===== src/include/etu_pkg.sv =====
// Package of constants and types for the event timer unit
`default_nettype none
package etu_pkg;
    localparam int CNT_W = 16;
    localparam int PIN_N = 4;
    localparam int FILT_CLK_W = 3;
    localparam int FILT_CNT_W = 2;
    localparam logic [2:0] MODE_INTERVAL = 3'h0;
    localparam logic [2:0] MODE_EXT_EVENT = 3'h1;
    localparam logic [1:0] EDGE_NONE = 2'h0;
    localparam logic [15:0] CNT_RESET = 16'h0000;
    localparam logic [15:0] CMP_RESET = 16'hffff;
    localparam logic [2:0] FILT_CLK_RESET = 3'h0;
    localparam logic [1:0] FILT_CNT_RESET = 2'h0;
    localparam logic [7:0] FILT_PRESC_RESET = 8'h00;
    localparam int FILT_BASE_SAMPLES = 2;
    typedef enum logic [2:0] {ETU_OFF, ETU_RUN} etu_state_t;
endpackage
`default_nettype wire


===== src/hw/etu_core.sv =====
// Event timer unit: filtered inputs, count clock select, compare and outputs
`default_nettype none
module etu_core
    import etu_pkg::*;
#(
    parameter int PINS = etu_pkg::PIN_N
)
(
    input wire logic clock_in,
    input wire logic srst_in,
    input wire logic timer_enable_in,
    input wire logic [PINS-1:0] timer_input_pin_in,
    input wire logic [etu_pkg::FILT_CLK_W-1:0] filter_sampling_clock_select_in,
    input wire logic [etu_pkg::FILT_CNT_W-1:0] filter_sample_count_select_in,
    input wire logic external_event_clock_enable_in,
    input wire logic [2:0] operating_mode_select_in,
    input wire logic [1:0] capture_edge_select_in,
    input wire logic [15:0] compare_capture_reg0_in,
    input wire logic [15:0] compare_capture_reg_k_in,
    output logic [PINS-1:0] filtered_pin_out,
    output logic [15:0] counter_out,
    output logic cc0_match_out,
    output logic cck_match_out,
    output logic timer_output_pin_k_out,
    output logic overflow_out
);
    import etu_pkg::*;

    logic [PINS-1:0] filt;
    logic ev_prev;
    logic count_tick;
    logic ext_mode;
    logic ext_clk;
    logic [15:0] cnt;
    logic running;
    etu_state_t state;
    etu_state_t next_state;
    logic [15:0] next_cnt;
    logic cc0_hit;
    logic cck_hit;
    logic wrap_hit;
    logic ev_rise;
    logic next_tout;

    // ------------------------------------------------------------
    // Input filters
    // ------------------------------------------------------------
    genvar gi;
    generate
        for (gi = 0; gi < PINS; gi++) begin : g_filt
            etu_noise_filter u_filt (
                .clock_in(clock_in),
                .srst_in(srst_in),
                .pin_in(timer_input_pin_in[gi]),
                .filter_sampling_clock_select_in(filter_sampling_clock_select_in),
                .filter_sample_count_select_in(filter_sample_count_select_in),
                .filtered_out(filt[gi])
            );
        end
    endgenerate

    // ------------------------------------------------------------
    // Count clock selection
    // ------------------------------------------------------------
    assign ext_mode = operating_mode_select_in == MODE_EXT_EVENT;
    // Only pin 0 can clock the counter; edge select is software's duty
    assign ext_clk = ext_mode || external_event_clock_enable_in;

    always_ff @(posedge clock_in) begin
        if (srst_in) begin
            ev_prev <= 1'b0;
        end else begin
            ev_prev <= filt[0];
        end
    end

    // Edge is taken after the filter, so a glitch on the pin never counts
    assign ev_rise = filt[0] && !ev_prev;

    always_comb begin
        if (ext_clk) begin
            count_tick = ev_rise;
        end else begin
            count_tick = 1'b1;
        end
    end

    // ------------------------------------------------------------
    // Run control
    // ------------------------------------------------------------
    // Enable is taken one cycle late, so a start always counts from a clean zero;
    // stopping clears the count and the timer output
    always_comb begin
        next_state = state;
        case (state)
            ETU_OFF: begin
                if (timer_enable_in) begin
                    next_state = ETU_RUN;
                end
            end
            ETU_RUN: begin
                if (!timer_enable_in) begin
                    next_state = ETU_OFF;
                end
            end
            default: begin
                next_state = ETU_OFF;
            end
        endcase
    end

    always_ff @(posedge clock_in) begin
        if (srst_in) begin
            state <= ETU_OFF;
        end else begin
            state <= next_state;
        end
    end

    assign running = state == ETU_RUN;

    // ------------------------------------------------------------
    // Counter
    // ------------------------------------------------------------
    assign cc0_hit = count_tick && cnt == compare_capture_reg0_in;
    // Compare k only flags a match; it never restarts the count
    assign cck_hit = count_tick && cnt == compare_capture_reg_k_in;
    // Only exact equality restarts the count: a limit lowered below the count
    // is passed, and the counter runs through ffff and wraps
    assign wrap_hit = count_tick && !cc0_hit && cnt == 16'hffff;

    always_comb begin
        if (cc0_hit) begin
            next_cnt = CNT_RESET;
        end else if (count_tick) begin
            next_cnt = cnt + 16'h0001;
        end else begin
            next_cnt = cnt;
        end
    end

    always_ff @(posedge clock_in) begin
        if (srst_in || !running) begin
            cnt <= CNT_RESET;
        end else begin
            cnt <= next_cnt;
        end
    end

    // ------------------------------------------------------------
    // Match and overflow pulses
    // ------------------------------------------------------------
    always_ff @(posedge clock_in) begin
        if (srst_in || !running) begin
            cc0_match_out <= 1'b0;
        end else begin
            cc0_match_out <= cc0_hit;
        end
    end

    always_ff @(posedge clock_in) begin
        if (srst_in || !running) begin
            cck_match_out <= 1'b0;
        end else begin
            cck_match_out <= cck_hit;
        end
    end

    always_ff @(posedge clock_in) begin
        if (srst_in || !running) begin
            overflow_out <= 1'b0;
        end else begin
            overflow_out <= wrap_hit;
        end
    end

    // ------------------------------------------------------------
    // Timer output: toggles on compare 0 match, none in event mode
    // ------------------------------------------------------------
    always_comb begin
        if (ext_mode) begin
            next_tout = 1'b0;
        end else if (cc0_hit) begin
            next_tout = !timer_output_pin_k_out;
        end else begin
            next_tout = timer_output_pin_k_out;
        end
    end

    always_ff @(posedge clock_in) begin
        if (srst_in || !running) begin
            timer_output_pin_k_out <= 1'b0;
        end else begin
            timer_output_pin_k_out <= next_tout;
        end
    end

    // ------------------------------------------------------------
    // Filtered pin outputs
    // ------------------------------------------------------------
    always_ff @(posedge clock_in) begin
        if (srst_in) begin
            filtered_pin_out <= '0;
        end else begin
            filtered_pin_out <= filt;
        end
    end

    assign counter_out = cnt;
endmodule
`default_nettype wire


===== src/hw/etu_noise_filter.sv =====
// Digital noise filter for one timer input pin
`default_nettype none
module etu_noise_filter
    import etu_pkg::*;
(
    input wire logic clock_in,
    input wire logic srst_in,
    input wire logic pin_in,
    input wire logic [etu_pkg::FILT_CLK_W-1:0] filter_sampling_clock_select_in,
    input wire logic [etu_pkg::FILT_CNT_W-1:0] filter_sample_count_select_in,
    output logic filtered_out
);
    import etu_pkg::*;

    logic meta;
    logic sync;
    logic [7:0] presc;
    logic sample_tick;
    logic [3:0] agree;
    logic [3:0] need;

    // Two-stage synchroniser: pin is asynchronous
    always_ff @(posedge clock_in) begin
        meta <= pin_in;
        sync <= meta;
    end

    // Sampling clock is clock_in divided by 2**select
    always_ff @(posedge clock_in) begin
        if (srst_in) begin
            presc <= FILT_PRESC_RESET;
        end else begin
            presc <= presc + 8'h01;
        end
    end

    always_comb begin
        if (filter_sampling_clock_select_in == 3'h0) begin
            sample_tick = 1'b1;
        end else begin
            sample_tick = (presc & ((8'h01 << filter_sampling_clock_select_in) - 8'h01))
                == 8'h00;
        end
    end

    assign need = 4'(FILT_BASE_SAMPLES) + {2'h0, filter_sample_count_select_in};

    // Filter is active from reset on, before any setup; default is fastest setting
    always_ff @(posedge clock_in) begin
        if (srst_in) begin
            agree <= 4'h0;
            filtered_out <= 1'b0;
        end else if (sample_tick) begin
            if (sync == filtered_out) begin
                agree <= 4'h0;
            end else if (agree + 4'h1 >= need) begin
                agree <= 4'h0;
                filtered_out <= sync;
            end else begin
                agree <= agree + 4'h1;
            end
        end
    end
endmodule
`default_nettype wire


===== config.mk =====
export PLATFORM = sky130hd
export DESIGN_NAME = etu_core
export DESIGN_NICKNAME = d
export VERILOG_FILES = /design/src/include/etu_pkg.sv /design/src/hw/etu_core.sv /design/src/hw/etu_noise_filter.sv
export SDC_FILE = /design/constraint.sdc
export NUM_CORES = 1
export LEC_CHECK = 0
export BUFFER_PORTS_ARGS = -buffer_cell sky130_fd_sc_hd__buf_2
export CELL_PAD_IN_SITES_DETAIL_PLACEMENT = 0
export CELL_PAD_IN_SITES_GLOBAL_PLACEMENT = 2
export CORE_UTILIZATION = 35
export CTS_CLUSTER_SIZE = 8
export DETAILED_ROUTE_END_ITERATION = 8
export HOLD_SLACK_MARGIN = 0.03
export MAX_ROUTING_LAYER = met4
export PLACE_DENSITY = 0.9
export SLEW_MARGIN = 20
export SYNTH_ARGS = -nofsm -noshare
export SYNTH_HDL_FRONTEND = slang
export SYNTH_HIERARCHICAL = 1
export SYNTH_SLANG_ARGS = --single-unit

===== constraint.sdc =====
create_clock -name clock_in -period 2.6 [get_ports clock_in]
set_input_delay 0.13 -clock clock_in [delete_from_list [all_inputs] [get_ports clock_in]]
set_output_delay 0.13 -clock clock_in [all_outputs]
set_load 0.03 [all_outputs]

* Word-level counts from Yosys, hierarchy flattened
Index checks and enable logic that the tools add are counted.
** Storage, ports and cells
- Flip-flop bits (word level) :: 88
- Input port bits :: 50
- Output and inout port bits :: 24
- Logic and storage cells :: 103
** Cells by class
- Add/subtract/negate cells :: 11
- $lt $le $gt $ge :: 4
- Eq/ne operators :: 11
- Shifts and indexed selects :: 1
- Mux-type cells :: 16
- Bitwise logic cells :: 8
- Reductions and logical operators :: 24
** Operators with widths (number)
- 8-bit by 1-bit adder with 8-bit output (second input constant) :: 4
- 8-bit bitwise AND :: 4
- 16-bit equality test :: 2
- 8-bit zero test :: 4
- 4-bit 2-to-1 mux :: 8
- 16-bit by 1-bit adder with 16-bit output (second input constant) :: 1
- 4-bit by 1-bit adder with 4-bit output (second input constant) :: 4
- 16-bit equality test (second input constant) :: 1
- 4-bit greater-or-equal comparator :: 4
- 3-bit AND reduction :: 4
- 1-bit by 3-bit left shift with 8-bit output (first input constant) :: 1
- 8-bit by 1-bit subtractor with 8-bit output (second input constant) :: 1
- 3-bit by 1-bit equality test with 1-bit output (second input constant) :: 2
- 3-bit zero test :: 2
- 3-bit 2-to-1 mux :: 2
- 3-bit case mux with 2 select lines :: 1
- 1-bit logical AND :: 5
- 1-bit 2-to-1 mux :: 5
- 1-bit equality test :: 4
- 1-bit zero test :: 4
- 2-bit inequality test (second input constant) :: 2
- 1-bit NOT :: 4
- 2-bit OR reduction :: 2
- 2-bit by 2-bit adder with 3-bit output (first input constant) :: 1
- 2 further kinds :: 3

* Logic depth before layout (Yosys ltp)
Gate-level depths: netlist (run 1).
- Depth after elaboration :: 7
- Depth in mapped cells :: 8
- Mapped depth without buffers :: 8

* By module
The synthesis (run 1) kept the hierarchy.
** Modules (own cells, without submodules)
- etu_noise_filter :: instances 4, cells each 86, area each 810.8 sq um, seq. area each 280.3 sq um
- etu_core :: instances 1, cells each 171, area each 1440.1 sq um, seq. area each 500.5 sq um

* Worst setup path after synthesis (run 1)
No wires, ideal clock.
- Path type :: input port to flip-flop
- From :: input filter_sampling_clock_select_in[2] in the netlist's numbering
- To :: register g_filt[0].u_filt.agree[0]
- Library setup time :: 0.121 ns
- Arrival :: 1.928 ns
- Data required time :: 2.479 ns
- Setup slack :: 0.551 ns
- Cell stages on the path :: 7
- Path buffers :: 0
- Path through :: or3_1 > ha_1 > inv_2 > a221o_1 > o31a_4 > nor2_8 > mux2_4
** Between the ends
- Cells in the longest elaborated chain, start to end :: 5
- Elaborated cells between the ends (all ways) :: 6
- Classes of those cells :: 1 x add/sub; 1 x shift; 1 x mux; 1 x bitwise; 2 x reduce/logical
** RTL lines
- from (decl) :: line etu_core.sv:13 : input wire logic [etu_pkg::FILT_CLK_W-1:0] filter_sampling_clock_select_in,
- 1-bit by 3-bit left shift with 8-bit output :: line etu_noise_filter.sv:41 : sample_tick = (presc & ((8'h01 << filter_sampling_clock_select_in) - 8'h01))
- 8-bit by 1-bit subtractor with 8-bit output :: line etu_noise_filter.sv:41
- 8-bit bitwise AND :: line etu_noise_filter.sv:41
- 8-bit zero test :: line etu_noise_filter.sv:41
- 1-bit 2-to-1 mux * :: line etu_noise_filter.sv:38 : if (filter_sampling_clock_select_in == 3'h0) begin
- to (signal assigned) :: line etu_noise_filter.sv:60 : agree <= agree + 4'h1;
- to (decl) :: line etu_noise_filter.sv:19 : logic [3:0] agree;
Every way passes the cells marked *; elsewhere a longest branch is shown, timed or not.
A chain may end at the register's enable or synchronous reset.

* Worst setup path after layout (run 1)
- From :: register g_filt[1].u_filt.agree[0]
- To :: register g_filt[1].u_filt.agree[2]
** Between the ends
- Cells in the longest elaborated chain, start to end :: 4
** RTL lines
- from (decl) :: line etu_noise_filter.sv:19
- from (signal assigned) :: line etu_noise_filter.sv:60
- 4-bit by 1-bit adder with 4-bit output * :: line etu_noise_filter.sv:56, etu_noise_filter.sv:60
- 4-bit greater-or-equal comparator :: line etu_noise_filter.sv:56 : end else if (agree + 4'h1 >= need) begin
- 4-bit 2-to-1 mux * :: line etu_noise_filter.sv:56
- 4-bit 2-to-1 mux * :: line etu_noise_filter.sv:54 : if (sync == filtered_out) begin
Marks and branches as above.

==> results.md, run 1 <==
- Cells after Synth: 515
- Final setup violating endpoints: 0
- CP Data Required Time: 2.89 ns
- Largest area contributor in the netlist: dfxtp_1
- Layout cells sized above 1: 21.5%
- Sequential share of the synthesized area: 34.6%
- Final #Nets: 678
- Final Hold Fails: 0
- Clock-pin slew on the worst setup and hold paths: 0.06 ns
- Status: finished, final reports clean
- Starting Density: 36.5%
- Final setup TNS: 0 ns
- CP Launch Type: flip-flop
- Syn Area/Cell: 9.09 um^2
- Vias: 3,844
- Largest net degree at the start of global routing: 27
- Commonest cells post-synth: dfxtp_1, xor2_1, nor2_1
- Hold Slack: 0.115 ns
- Worst EP arrival: 2.33 ns
- Least-Margin Pin Slew: 0.547 ns
- # clock sinks: 81
- Final Slew Violations: 0
- Residual DRC: 0
- First-pass GRT wire length: 17,200 um
- DR WL/cell: 12.9 um
- DRT Wirelength: 10,100 um
- Post-DP HPWL: 7400 um
- Post-DRT Antenna Nets: 0
- Num CTS Buffers: 9
- Layout area overhead: 21.6%
- Post-synth EDFFs: 0
- Synthesized flop and latch total: 81
- Hold/Removal Path Class: primary input to flip-flop
- CTS tree: built
- Fill cells: 1,297
- N_diodes: 0
- Antenna violations before repair: 0
- Die Span X: 118 um
- I/O Buffers: 71
- Initial DRT Pass Iterations: 4
- Share of flip-flops with an asynchronous set or reset: 0%
- Gr ovfl total: 0
- Total power: 0.00328 W
- Post-CTS setup buffer count: 0
- Vias in the first global route: 3,643
- Pwr Density: 577 nW/um^2
- Crit Path Class: flip-flop to flip-flop
- Worst rel slew slack: 63.2%
- FF+latch area: 1620 um^2
- Yosys top cell area share: 34.6%
- Max frequency: 0.489 GHz
- Footprint of the multi-input gates: 2900 um^2
- Crit share post-route: 78.6%
- Skew final: 0.00516 ns
- Post-Syn Area: 4680 um^2
- Top-Level Pins: 74
- H-tree depth: 3
- Clk buf depth: 2
- Final RePlAce weighted congestion: 0.774
- Top FF cell, synth: dfxtp_1
- Root Buffer: clkbuf_16
- Maxcap violations: 0
- Final min period: 2.04 ns
- RSZ-0062 raised after global routing: no
- Die Height: 118 um
- Die area: 13,800 um^2
- Synth warnings: 6
- Clock latency on the worst-skew pair: 0.35 ns
- Count leader, synth: dfxtp_1
- Synth cell types: 46
- Starting DRT DRC Count: 104
- Main area contributors after synthesis: dfxtp_1, xor2_1, ha_1
- Total GRT Usage: 15.9%
- Via density: 4.93
- Core box area: 12,800 um^2
- FP Rows: 41
- Max IR drop VDD: 0.359 mV
- Crit-path max FO: 5
- R2R setup slack: 0.56 ns
- Critical Path Sink Type: flip-flop
- Leakage power: 2.51 nW
- Mapped Nets: 590
## cell usage in the layout (no fill, tap or decap), types with 6 or more instances in the layout
cell       count
or3_1          9
nand4_1       13
nor4_1        12
o21ai_0        6
mux2i_1        8
ha_1          25
nor2b_1       17
nor3b_1       13
inv_1         14
nand2_1       22
nand2b_1      17
nor2_1        55
nor3_1        16
buf_4         18
xnor2_1       21
clkbuf_16      9
dfxtp_1       81
xor2_1        59
and3_1         9
buf_2         71
nand3_1       25
## routing by layer
layer  part of all wire, %  routed length [um]  GRT usage (%)
met5                     0                   0              -
met4                   1.6                 157           5.53
met3                   4.1                 408           4.60
met2                    46                4630           25.1
met1                    48                4860           19.3
## cell families (layout without fill, tap and decap cells)
group | after synthesis | count (layout) | synth area share (%)
DFF | 81 | 81 | 34.6
buffers and inverters | 35 | 128 | 3.55
adders and majority gates | 25 | 25 | 6.68
muxes | 12 | 12 | 2.99
xor gates and xnor gates | 80 | 80 | 15.0
AOI/OAI and AO/OA | 45 | 45 | 8.02
and+or+nand+nor | 237 | 237 | 29.2
## state kept, by name (all words and copies together), names as in the netlist
| name | count |
|---|---|
| g_filt.u_filt/presc | 28 |
| cck_match_out | 1 |
| counter_out | 16 |
| timer_output_pin_k_out | 1 |
| cc0_match_out | 1 |
| state | 1 |
| g_filt.u_filt/meta | 4 |
| g_filt.u_filt/sync | 4 |
| g_filt.u_filt/filtered_out | 4 |
| filtered_pin_out | 4 |
| g_filt.u_filt/agree | 16 |
| overflow_out | 1 |
## final timing paths
kind,cells past startpoint,end,from
max,7,g_filt[1].u_filt/agree[2],g_filt[1].u_filt/agree[0]
min reg2reg,0,g_filt[3].u_filt/sync,g_filt[3].u_filt/meta
max reg2reg,7,g_filt[1].u_filt/agree[2],g_filt[1].u_filt/agree[0]
min,3,timer_output_pin_k_out,operating_mode_select_in[2]
## per-stage QoR
| step | instances | setup slack, ns | cell area [um^2] | utilization (%) |
|---|---|---|---|---|
| after floorplan | 515 | 0.551 | 4680 | - |
| after global placement | 759 | 0.234 | 5290 | 41.2 |
| after detailed placement | 759 | 0.204 | 5290 | 41.2 |
| after CTS | 780 | 0.562 | 5690 | 44.4 |
| after global routing | 780 | 0.402 | 5690 | 44.4 |
| final | 780 | 0.557 | 5690 | 44.4 |
## report_power, final
part	internal, W	switching, W
Combinational	0.000217	0.000228
Clock	0.000968	0.000547
Sequential	0.00128	0.0000399
Total	0.00247	0.000815
## cell type report
| class | count | area share (%) |
|---|---|---|
| Multi-Input combinational cell | 399 | 50.9 |
| Sequential cell | 81 | 28.5 |
| Timing Repair Buffer | 94 | 9.49 |
| Clock buffer | 10 | 4.20 |
| Tap cell | 172 | 3.78 |
| Clock inverter | 6 | 2.00 |
| Inverter | 18 | 1.19 |
## worst max-delay path, cell delays in order (launching register included)
cell and delay (ns):
dfxtp_1 0.42, ha_1 0.28, ha_1 0.27, o21ai_0 0.19, o21bai_1 0.13, or3_1 0.35, nor4_1 0.21, o2bb2ai_1 0.14
## repair_timing
| action | in CTS | in global routing |
|---|---|---|
| gates resized for setup | 0 | 0 |
| hold endpoints to repair | 5 | 0 |
| hold buffers | 5 | 0 |
Note: power is estimated with default switching activity, not from simulation.
==> inputs of run 2 (changes only) <==
--- a/config.mk
+++ b/config.mk
@@ -8,12 +8,12 @@
 export BUFFER_PORTS_ARGS = -buffer_cell sky130_fd_sc_hd__buf_2
 export CELL_PAD_IN_SITES_DETAIL_PLACEMENT = 0
 export CELL_PAD_IN_SITES_GLOBAL_PLACEMENT = 2
-export CORE_UTILIZATION = 35
+export CORE_UTILIZATION = 31
 export CTS_CLUSTER_SIZE = 8
 export DETAILED_ROUTE_END_ITERATION = 8
 export HOLD_SLACK_MARGIN = 0.03
 export MAX_ROUTING_LAYER = met4
-export PLACE_DENSITY = 0.9
+export PLACE_DENSITY = 0.85
 export SLEW_MARGIN = 20
 export SYNTH_ARGS = -nofsm -noshare
 export SYNTH_HDL_FRONTEND = slang
==> constraint.sdc (replaced) <==
create_clock -name clock_in -period 1.8 [get_ports clock_in]
set_input_delay 0.09 -clock clock_in [delete_from_list [all_inputs] [get_ports clock_in]]
set_output_delay 0.09 -clock clock_in [all_outputs]
set_load 0.03 [all_outputs]
==> results.md, run 2 (synthesis gave the netlist of run 1 again) <==
- Most frequent cells in the layout: buf_2, buf_4, dfxtp_1
- Slowest stage cell, crit path: or3_4
- Final min period: 1.85 ns (-0.196 ns)
- CP Depth: 8 (+1)
- Fill cells: 1,456 (+12%)
- Hold Slack: 0.0868 ns (-0.0280 ns)
- Status: finished with violations
- Vias: 4,122 (+7.2%)
- Most common cell after layout, fill and taps aside: buf_2
- Max FFs per register: 28 (unchanged)
- NetSw: 0.00119 W (+46%)
- Clk buf depth: 2 (unchanged)
- H-tree depth: 3 (unchanged)
- Final Slew Violations: 0 (unchanged)
- CTS tree: built
- Max IR drop VDD: 0.459 mV (+28%)
- Post-DP HPWL: 8760 um (+19%)
- Max incr delay on CP: 0.36 ns (-0.06 ns)
- DP Worst Slack: -0.401 ns (-0.606 ns)
- Gr ovfl total: 0 (unchanged)
- Die area: 15,600 um^2 (+13%)
- Worst rel slew slack: 65.6% (+2.3 points)
- Layout area overhead: 37.8%
- Skew final: 0.00847 ns (+0.00331 ns)
- Via density: 4.89 (-0.78%)
- Layout cells sized above 1: 38.2% (+17 points)
- Maxcap violations: 0 (unchanged)
- Final RePlAce weighted congestion: 0.873 (+13%)
- Starting Density: 32.0% (-4.5 points)
- CP Launch Type: flip-flop
- Least-Margin Pin Slew: 0.515 ns (-0.0318 ns)
- Final #Nets: 729 (+7.5%)
- Clock latency on the worst-skew pair: 0.34 ns (about the same)
- Worst EP arrival: 2.13 ns (-0.20 ns)
- DRT Wirelength: 11,800 um (+17%)
- Largest Register: g_filt.u_filt/presc
- Cell Chain, Critical Path: ha_4, xor2_1, ha_1, o21ai_2, o21bai_2, or3_4, nor3_2, mux2_4
- Post-route setup slack: -0.0473 ns (-0.604 ns)
- Initial DRT Pass Iterations: 4 (unchanged)
- Core box area: 14,600 um^2 (+14%)
- Util after Layout: 44.1% (-0.31 points)
- Final setup violating endpoints: 5 (+5)
- CP Data Required Time: 2.08 ns (-0.81 ns)
- DR WL/cell: 14.0 um (+8.3%)
- N_diodes: 0 (unchanged)
- Num CTS Buffers: 9 (unchanged)
- Hold Crit Depth: 3 (unchanged)
- Antenna violations before repair: 0 (unchanged)
- Hold/Removal Path Class: primary input to flip-flop
- Final Hold Fails: 0 (unchanged)
- Crit share post-route: 103% (+24 points)
- Sw Share: 25.7% (+0.89 points)
- R2R cell count: 8 (+1)
- Die Span X: 125 um (+6.1%)
- # clock sinks: 81 (unchanged)
- Clock-pin slew on the worst setup and hold paths: 0.06 ns (about the same)
- FP Rows: 44 (+7.3%)
- RSZ-0062 raised after global routing: yes
- Root Buffer: clkbuf_16
- Post-DRT Antenna Nets: 0 (unchanged)
- Combinational share of power: 19.4% (+5.8 points)
- Starting DRT DRC Count: 143 (+38%)
- Flop pwr share: 41.4% (+1.1 points)
- Final setup TNS: -0.157 ns (-0.157 ns)
- Leakage power: 2.80 nW (+12%)
- Largest net degree at the start of global routing: 22 (-19%)
- Failing checks: setup timing
- Crit-path max FO: 3 (-2)
- Largest delay contributor family on the critical path: simple AND/OR/NAND/NOR gates
- First-pass GRT wire length: 19,500 um (+13%)
- Crit Path Class: flip-flop to flip-flop
- Vias in the first global route: 4,081 (+12%)
- Die Height: 125 um (+6.1%)
- Pwr Density: 717 nW/um^2 (+24%)
- Buf+Inv Stages, Crit Path: 0 (unchanged)
- Critical Path Sink Type: flip-flop
- Top-Level Pins: 74 (unchanged)
- Total GRT Usage: 15.9% (-0.036 points)
- I/O Buffers: 71 (unchanged)
- Clk pwr share: 39.3% (-6.8 points)
- Max frequency: 0.541 GHz (+11%)
- Int Power: 0.00344 W (+39%)
- Residual DRC: 0 (unchanged)
[run 2: changes by cell type in the layout (fill, tap and decap cells not counted), sizes merged]
cell and delta:
clkbuf +4, bufinv -2, inv -1, clkinvlp -1, buf +51
[run 2: metrics by stage]
step           std cells  area, um^2  total power [W]
4_1_cts              841        6220          0.00461
3_5_place_dp         817        5740          0.00269
5_1_grt              843        6450          0.00487
3_3_place_gp         817        5740          0.00267
6_report             843        6450          0.00463
2_1_floorplan        515        4770          0.00239
[run 2: final cells by class]
type,count,area (um^2),share of cell area (%)
clock inverters,2,37.5,0.582
flip-flops and latches,81,1650,25.5
inverters,18,67.6,1.05
clock buffers,14,254,3.93
well taps,184,230,3.57
repair buffers,145,943,14.6
multi-input cells,399,3270,50.7
[run 2: per-layer routing]
layer | global-route usage, % | vias to the layer above | share of wire, %
li1 | - | 2070 | -
met2 | 26.7 | 45 | 51
met3 | 3.22 | 16 | 2.3
met1 | 18.7 | 1991 | 45
met4 | 5.81 | 0 | 1.8
met5 | - | - | 0
[run 2: final timing paths]
| check | startpoint | endpoint | slack, ns |
|---|---|---|---|
| setup / recovery | g_filt[3].u_filt/agree[0] | g_filt[3].u_filt/agree[0] | -0.05 |
| hold / removal | operating_mode_select_in[1] | timer_output_pin_k_out | 0.09 |
| setup reg to reg | g_filt[3].u_filt/agree[0] | g_filt[3].u_filt/agree[0] | -0.05 |
| hold reg to reg | g_filt[3].u_filt/meta | g_filt[3].u_filt/sync | 0.33 |
[run 2: worst register-to-register path, cell delays in order, from the launching register on]
cell and delay, ns:
dfxtp_2 0.33, ha_4 0.16, xor2_1 0.13, ha_1 0.29, o21ai_2 0.07, o21bai_2 0.10, or3_4 0.37, nor3_2 0.18
mux2_4 0.15
[run 2: power by group through the flow]
stage / registers (W) / clock network [W] / logic [W]
finish: 0.00192 / 0.00182 / 0.000896
global route: 0.00192 / 0.00196 / 0.000986
CTS: 0.00191 / 0.00189 / 0.000810
detailed placement: 0.00194 / 0 / 0.000750
global placement: 0.00194 / 0 / 0.000725
floorplan: 0.00195 / 0 / 0.000449
[run 2: what timing repair did]
| item | CTS | global route |
|---|---|---|
| endpoints found under the hold margin | 5 | 0 |
| hold buffers | 5 | 0 |
| setup buffers | 3 | 3 |
| pin swaps | 6 | 19 |
| setup endpoints to repair | 26 | 33 |
| gates resized for setup | 31 | 43 |
